File: src/logic/rx_user_pkg.sv
// Purpose: Shared constants for the receive user data interface
// Assumes: APB register access, 32-bit data
// Notes: Register byte offsets are word aligned
package rx_user_pkg;
	localparam int WORD_BITS = 64;
	localparam int DEF_WORDS = 8;
	localparam int CHAN_BITS = 8;
	localparam int ADDR_BITS = 12;
	// ------------------------------------------------
	// Register map
	// ------------------------------------------------
	localparam logic [11:0] CTRL_OFS = 12'h000;
	localparam logic [11:0] PKT_CNT_OFS = 12'h004;
	localparam logic [11:0] ERR_CNT_OFS = 12'h008;
	localparam int CTRL_EN_BIT = 0;
	localparam logic CTRL_EN_RESET = 1'b1;
	// ------------------------------------------------
	// Field codes
	// ------------------------------------------------
	localparam logic [3:0] EOP_NONE = 4'h0;
	localparam logic [3:0] EOP_ERR = 4'h1;
	localparam logic [3:0] HALF_WORDS = 4'h4;
	localparam logic [3:0] FULL_WORDS = 4'h8;
	localparam int UPPER_LSB = 4;
endpackage

File: src/logic/rx_user_if_block.sv
// What this block does
// - Channel number of received traffic is driven on an 8-bit output.
// - Channel output is updated only with a start bit and non-zero count.
// - Valid-word count is 3 bits for four words, 10 bits otherwise.
// - With eight words, count bits [7:4] give valid words, zero to eight.
// - With eight words, count bits [3:0] are only four or zero.
// - Lower count field of four also raises packet-start bit 0.
// - Cycles without valid data drive both count fields to zero.
// - All eight words valid gives upper count field 1000.
// - Fewer words give 0 plus count; valid words packed from the top.
// - End-of-burst bit is driven in packet and interleaved modes.
// - End-of-packet code is 0000 when idle, 0001 for an errored end.
// - Clean end sets code top bit, low bits give final word bytes.
// - Codes 01xx and 001x are never emitted.
// - Final word valid bytes start at bits [63:56].
// - Start-of-burst is two bits, one bit for four words.
// - Burst start bit 1 aligns byte 63, bit 0 aligns byte 31.
// - Packet start bit 1 means byte 63, bit 0 means byte 31.
// - Errored-packet flag only meaningful while end-of-burst is high.
//
// Purpose: Registered receive user data output stage with APB control
// Assumes: Upstream symbol fields are synchronous to pclk
// Notes: CTRL enable gates traffic; two packet counters are readable
//
// The register addresses and the APB register port are this design's own decisions.
`timescale 1ns/1ps
module rx_user_if_block #(
	parameter int WORDS = rx_user_pkg::DEF_WORDS
) (
	input wire logic pclk,
	input wire logic presetn,
	input wire logic psel,
	input wire logic penable,
	input wire logic pwrite,
	input wire logic [rx_user_pkg::ADDR_BITS-1:0] paddr,
	input wire logic [31:0] pwdata,
	output logic [31:0] prdata,
	output logic pready,
	output logic pslverr,
	input wire logic in_valid,
	input wire logic [WORDS*rx_user_pkg::WORD_BITS-1:0] in_words,
	input wire logic [$clog2(WORDS+1)-1:0] in_count,
	input wire logic [rx_user_pkg::CHAN_BITS-1:0] in_chan,
	input wire logic [((WORDS==4)?1:2)-1:0] in_sop,
	input wire logic [((WORDS==4)?1:2)-1:0] in_sob,
	input wire logic in_eob,
	input wire logic in_eop,
	input wire logic in_err,
	input wire logic [2:0] in_bytes,
	output logic [rx_user_pkg::CHAN_BITS-1:0] rx_chan,
	output logic [((WORDS==4)?3:10)-1:0] rx_num_valid,
	output logic rx_eob,
	output logic [3:0] rx_eopbits,
	output logic [((WORDS==4)?1:2)-1:0] rx_sob,
	output logic [((WORDS==4)?1:2)-1:0] rx_sop,
	output logic rx_err,
	output logic [WORDS*rx_user_pkg::WORD_BITS-1:0] rx_dout_words
);
	localparam int NV = (WORDS == 4) ? 3 : 10;
	localparam int SW = (WORDS == 4) ? 1 : 2;
	localparam int CW = $clog2(WORDS + 1);
	localparam int DW = WORDS * rx_user_pkg::WORD_BITS;
	localparam int WB = rx_user_pkg::WORD_BITS;

	typedef struct packed {
		logic en;
		logic [31:0] pkts;
		logic [31:0] errs;
		logic [31:0] rdata;
		logic [rx_user_pkg::CHAN_BITS-1:0] chan;
		logic [NV-1:0] nv;
		logic eob;
		logic [3:0] eop;
		logic [SW-1:0] sob;
		logic [SW-1:0] sop;
		logic err;
		logic [DW-1:0] dat;
	} state_t;

	state_t s_reg;
	state_t s_next;
	logic v;
	logic low;
	logic [CW-1:0] cnt;
	logic wr;
	logic access;
	logic hit;

	// ------------------------------------------------
	// APB decode
	// ------------------------------------------------
	assign access = psel && penable;
	assign wr = access && pwrite;
	assign hit = (paddr == rx_user_pkg::CTRL_OFS) || (paddr == rx_user_pkg::PKT_CNT_OFS)
		|| (paddr == rx_user_pkg::ERR_CNT_OFS);
	assign pready = 1'b1;
	assign pslverr = access && !hit;
	assign prdata = s_reg.rdata;

	// ------------------------------------------------
	// Next state
	// ------------------------------------------------
	always_comb begin
		s_next = s_reg;
		v = in_valid && s_reg.en && (in_count != '0);
		cnt = (in_count > CW'(WORDS)) ? CW'(WORDS) : in_count;
		low = (WORDS == 8) && v && in_sop[0];
		// Count fields
		s_next.nv = '0;
		if (v) begin
			if (WORDS == 8) begin
				s_next.nv = NV'(NV'(cnt) << rx_user_pkg::UPPER_LSB);
				if (low) begin
					s_next.nv = s_next.nv | NV'(rx_user_pkg::HALF_WORDS);
				end
			end else begin
				s_next.nv = NV'(cnt);
			end
		end
		// Start and end markers
		s_next.sop = v ? in_sop : '0;
		if (low) begin
			s_next.sop[0] = 1'b1;
		end
		s_next.sob = v ? in_sob : '0;
		s_next.eob = v && in_eob;
		s_next.err = v && in_eob && in_err;
		if (v && ((|in_sop) || (|in_sob))) begin
			s_next.chan = in_chan;
		end
		s_next.eop = rx_user_pkg::EOP_NONE;
		if (v && in_eop) begin
			s_next.eop = in_err ? rx_user_pkg::EOP_ERR : {1'b1, in_bytes};
		end
		// Words packed from the top, unused low words zeroed
		for (int w = 0; w < WORDS; w++) begin
			if (v && ((w + int'(cnt)) >= WORDS)) begin
				s_next.dat[w*WB +: WB] = in_words[w*WB +: WB];
			end else begin
				s_next.dat[w*WB +: WB] = '0;
			end
		end
		// Counters; clear by write, new event wins
		if (wr && paddr == rx_user_pkg::PKT_CNT_OFS) begin
			s_next.pkts = '0;
		end
		if (wr && paddr == rx_user_pkg::ERR_CNT_OFS) begin
			s_next.errs = '0;
		end
		s_next.pkts = s_next.pkts + 32'(v && in_eop && !in_err);
		s_next.errs = s_next.errs + 32'(v && in_eop && in_err);
		if (wr && paddr == rx_user_pkg::CTRL_OFS) begin
			s_next.en = pwdata[rx_user_pkg::CTRL_EN_BIT];
		end
		// Read data captured in setup phase
		if (psel && !penable) begin
			case (paddr)
				rx_user_pkg::CTRL_OFS: s_next.rdata = {31'h0, s_reg.en};
				rx_user_pkg::PKT_CNT_OFS: s_next.rdata = s_reg.pkts;
				rx_user_pkg::ERR_CNT_OFS: s_next.rdata = s_reg.errs;
				default: s_next.rdata = 32'h0;
			endcase
		end
	end

	// ------------------------------------------------
	// State register
	// ------------------------------------------------
	always_ff @(posedge pclk or negedge presetn) begin
		if (!presetn) begin
			s_reg <= '0;
			s_reg.en <= rx_user_pkg::CTRL_EN_RESET;
		end else begin
			s_reg <= s_next;
		end
	end

	assign rx_chan = s_reg.chan;
	assign rx_num_valid = s_reg.nv;
	assign rx_eob = s_reg.eob;
	assign rx_eopbits = s_reg.eop;
	assign rx_sob = s_reg.sob;
	assign rx_sop = s_reg.sop;
	assign rx_err = s_reg.err;
	assign rx_dout_words = s_reg.dat;
endmodule

File: config.mk
export PLATFORM = sky130hd
export DESIGN_NAME = rx_user_if_block
export DESIGN_NICKNAME = d
export VERILOG_FILES = /design/src/logic/rx_user_pkg.sv /design/src/logic/rx_user_if_block.sv
export SDC_FILE = /design/constraint.sdc
export NUM_CORES = 1
export LEC_CHECK = 0
export CAP_MARGIN = 40
export CORE_AREA = 2 2 450 452
export DETAILED_ROUTE_END_ITERATION = 8
export DIE_AREA = 0 0 452 454
export DONT_BUFFER_PORTS = 1
export GPL_TIMING_DRIVEN = 0
export REMOVE_ABC_BUFFERS = 1
export SETUP_SLACK_MARGIN = 0.4
export SYNTH_ARGS = -nofsm -noshare
export SYNTH_HDL_FRONTEND = slang
export SYNTH_SLANG_ARGS = --single-unit
File: constraint.sdc
create_clock -name pclk -period 4.5 [get_ports pclk]
set_clock_uncertainty 0.15 [all_clocks]
set_input_delay 0.45 -clock pclk [delete_from_list [all_inputs] [get_ports pclk]]
set_output_delay 0.45 -clock pclk [all_outputs]
set_load 0.005 [all_outputs]
==> run_results.csv <==
group,metric,value,unit
final_layout,largest_register_ff_count,512,
synthesis,synth_area_leaders,"dfrtp_1, buf_4, and2_1",
detailed_routing,drtAntennaViolNets,0,
global_routing,grt_pass1_wl,201000,um
clock_network,clockBufferDepth,3,
run_status,outcome,"finished, violations left",
final_layout,drive_gt1_frac,0.0896,
critical_path,crit_path_start,"s_reg[636]",
placed_design,dp_hpwl,131000,um
synthesis,ys_seq_area_frac,0.604,
floorplanning,core-area,201000,um^2
detailed_routing,drt-pass1-iter-count,5,
global_routing,grt_max_degree,632,
synthesis,synth-edff-count,0,
sta,period_needed,3.86,ns
final_layout,nets,2827,
synthesis,synth_ff_type,"dfrtp_1",
critical_path,crit_type,"reg -> reg",
sta,fmax,0.259,GHz
critical_path,start_kind,"flop",
detailed_routing,dr.first_iter.drc_count,870,
placed_design,numPortBuffers,0,
floorplanning,start_util,0.130,
placed_design,gp_congestion,0.842,
sta,finalSetupViolCount,0,
sta,rsz0062_at_grt,"false",
hold_path,hp-class,"in -> async",
critical_path,worstSetupEndpoint,"s_reg[630]",
synthesis,synth_most_common_cell,"dfrtp_1",
synthesis,synth_seq_cells,631,
critical_path,cp_max_fo,26,
global_routing,overflow,0,
power,p_per_area,398,nW/um^2
global_routing,grt_use_total,0.155,
detailed_routing,wl_per_cell,32.5,um
sta,worst-slew-pin-transition,1.70,ns
final_layout,regArea,15800,um^2
detailed_routing,vias,16000,
synthesis,synth.largest_area_cell,"dfrtp_1",
detailed_routing,via_per_inst,3.20,
clock_network,cts-buffers-inserted,85,
critical_path,worstReg2RegStart,"s_reg[636]",
final_layout,final_core_util,0.170,
synthesis,syn_area,26100,um^2
synthesis,synth_top_area_frac,0.603,
critical_path,rr_worst_depth,11,
synthesis,syn_inst,2219,
clock_network,root_buffer,"clkbuf_16",
global_routing,antenna_found_initial,124,
sta,hold_violations,630,
clock_network,htree_levels,3,
clock_network,path_clk_slew,0.06,ns
floorplanning,num_io_pins,1158,
critical_path,crit_path_end_kind,"flop",
clock_network,clkSinkCount,631,
synthesis,avgSynthCellArea,11.8,um^2
critical_path,r2r_slack,0.64,ns
clock_network,cts_setup_buffers,0,
sta,period_share,0.859,
final_layout,n_fill_cell,22100,
floorplanning,dieHeight,454,um
critical_path,arrival,4.33,ns
synthesis,yosysUniqueCellTypes,41,
synthesis,synth_warnings,0,
sta,final_max_slew_viol_count,258,
clock_network,cts_tree,"built",
power,power_leakage,15.1,nW
synthesis,ys_async_sr_fraction,1.00,
power,peakVddDrop,274,uV
final_layout,syn_to_final_growth,30.3,%
floorplanning,die_w,452,um
global_routing,first_global_vias,17600,
sta,hold_ws,-0.714,ns
floorplanning,rows,165,
final_layout,multi_input_area,5820,um^2
critical_path,r2r-end,"s_reg[630]",
detailed_routing,routed_wl,162000,um
sta,slew_headroom,-0.133,
synthesis,ys_top_cells_by_count,"dfrtp_1, buf_4, and2_1, clkbuf_1, nand2_1",
critical_path,required,4.97,ns
clock_network,clock_latency,0.73,ns
run_status,violations,"hold timing, slew limit",
detailed_routing,route.detailed.drc,0,
floorplanning,die-area,205000,um^2
run,maxCapViolations,0,
-- layout make-up --
class	instances	area share
repair buffers	586	0.177
multi-input cells	926	0.171
inverters	9	0.000992
diodes	16	0.00118
clock inverters	50	0.0188
clock buffers	107	0.0693
flip-flops and latches	631	0.464
well taps	2672	0.0982
-- layout by cell type, fill, tap and decap left out, types with 4 or more instances in the layout --
cell	count
dfrtp_1	630
dlygate4sd3_1	561
and2_1	521
clkbuf_16	86
nand2_1	56
o21ai_0	51
a21oi_1	37
nor2_1	31
a22oi_1	31
nand3_1	21
or4_1	21
o31ai_1	20
diode_2	16
or3_1	16
nand4_1	14
xnor2_1	13
clkinvlp_4	13
clkbuf_8	13
inv_6	11
buf_12	11
and4_1	9
xor2_1	9
inv_1	9
mux2_2	9
bufinv_16	9
nor4_1	8
clkbuf_1	8
and3_1	6
conb_1	6
clkinv_2	6
clkinv_4	6
nor2_4	5
buf_4	5
nor2b_1	4
ha_1	4
buf_16	4
-- where the power goes --
group	switching (mW)	total, mW	internal (mW)
Sequential	0.00293	5.68	5.68
Clock	3.07	7.37	4.30
Combinational	0.178	0.508	0.330
-- worst min path at each step --
stage,to,slack (ns),depth (start not counted)
2_1_floorplan,prdata[0],0.004,0
3_3_place_gp,rx_dout_words[242],0.02,0
3_5_place_dp,rx_dout_words[242],0.02,0
4_1_cts,rx_dout_words[242],-0.80,0
5_1_grt,rx_dout_words[242],-0.76,0
6_report,rx_dout_words[242],-0.71,0
-- stage by stage --
stage	power, mW	setup WS, ns	instances	setup TNS, ns	instance area (um^2)
finish	13.6	0.636	4997	0	34100
global route	14.1	0.412	4991	0	34000
CTS	13.9	0.434	4980	0	34000
detailed placement	5.82	-0.333	4263	-2.25	25400
global placement	5.81	-4.20	4238	-760.02	24900
floorplan	5.80	-0.432	1566	-5.36	21500
-- cell families after synthesis --
group           share of synthesized area
simple gates                        0.169
flops                               0.604
buf+inv                             0.178
fa+ha+maj                         0.00192
other cells                      0.000287
compound gates                     0.0343
xor+xnor                          0.00737
mux                               0.00503
-- what timing repair did --
item	4_1_cts	5_1_grt
gates cloned	0	0
hold buffers	560	1
resized for setup	7	1
endpoints found under the setup margin	25	7
hold endpoints to repair	1189	632
-- layer usage --
layer,global-route usage,wire (um),vias to the layer above,part of all wire
met2,0.249,74400,1107,0.46
met3,0.134,30900,358,0.19
met4,0.0447,5230,4,0.032
li1,-,-,6560,-
met1,0.144,51900,7982,0.32
met5,0,26,-,0.00016
-- worst max-delay path, cell delays in order, from the launching register on --
cell	delay [ns]
dfstp_2	0.62
nand2_4	0.15
nor2_4	0.21
buf_12	0.21
nand2_1	0.16
nor2_4	0.24
ha_1	0.25
ha_1	0.26
inv_1	0.12
or4_4	0.69
or4_1	0.50
a21oi_1	0.15
Note: power is estimated with default switching activity, not from simulation.
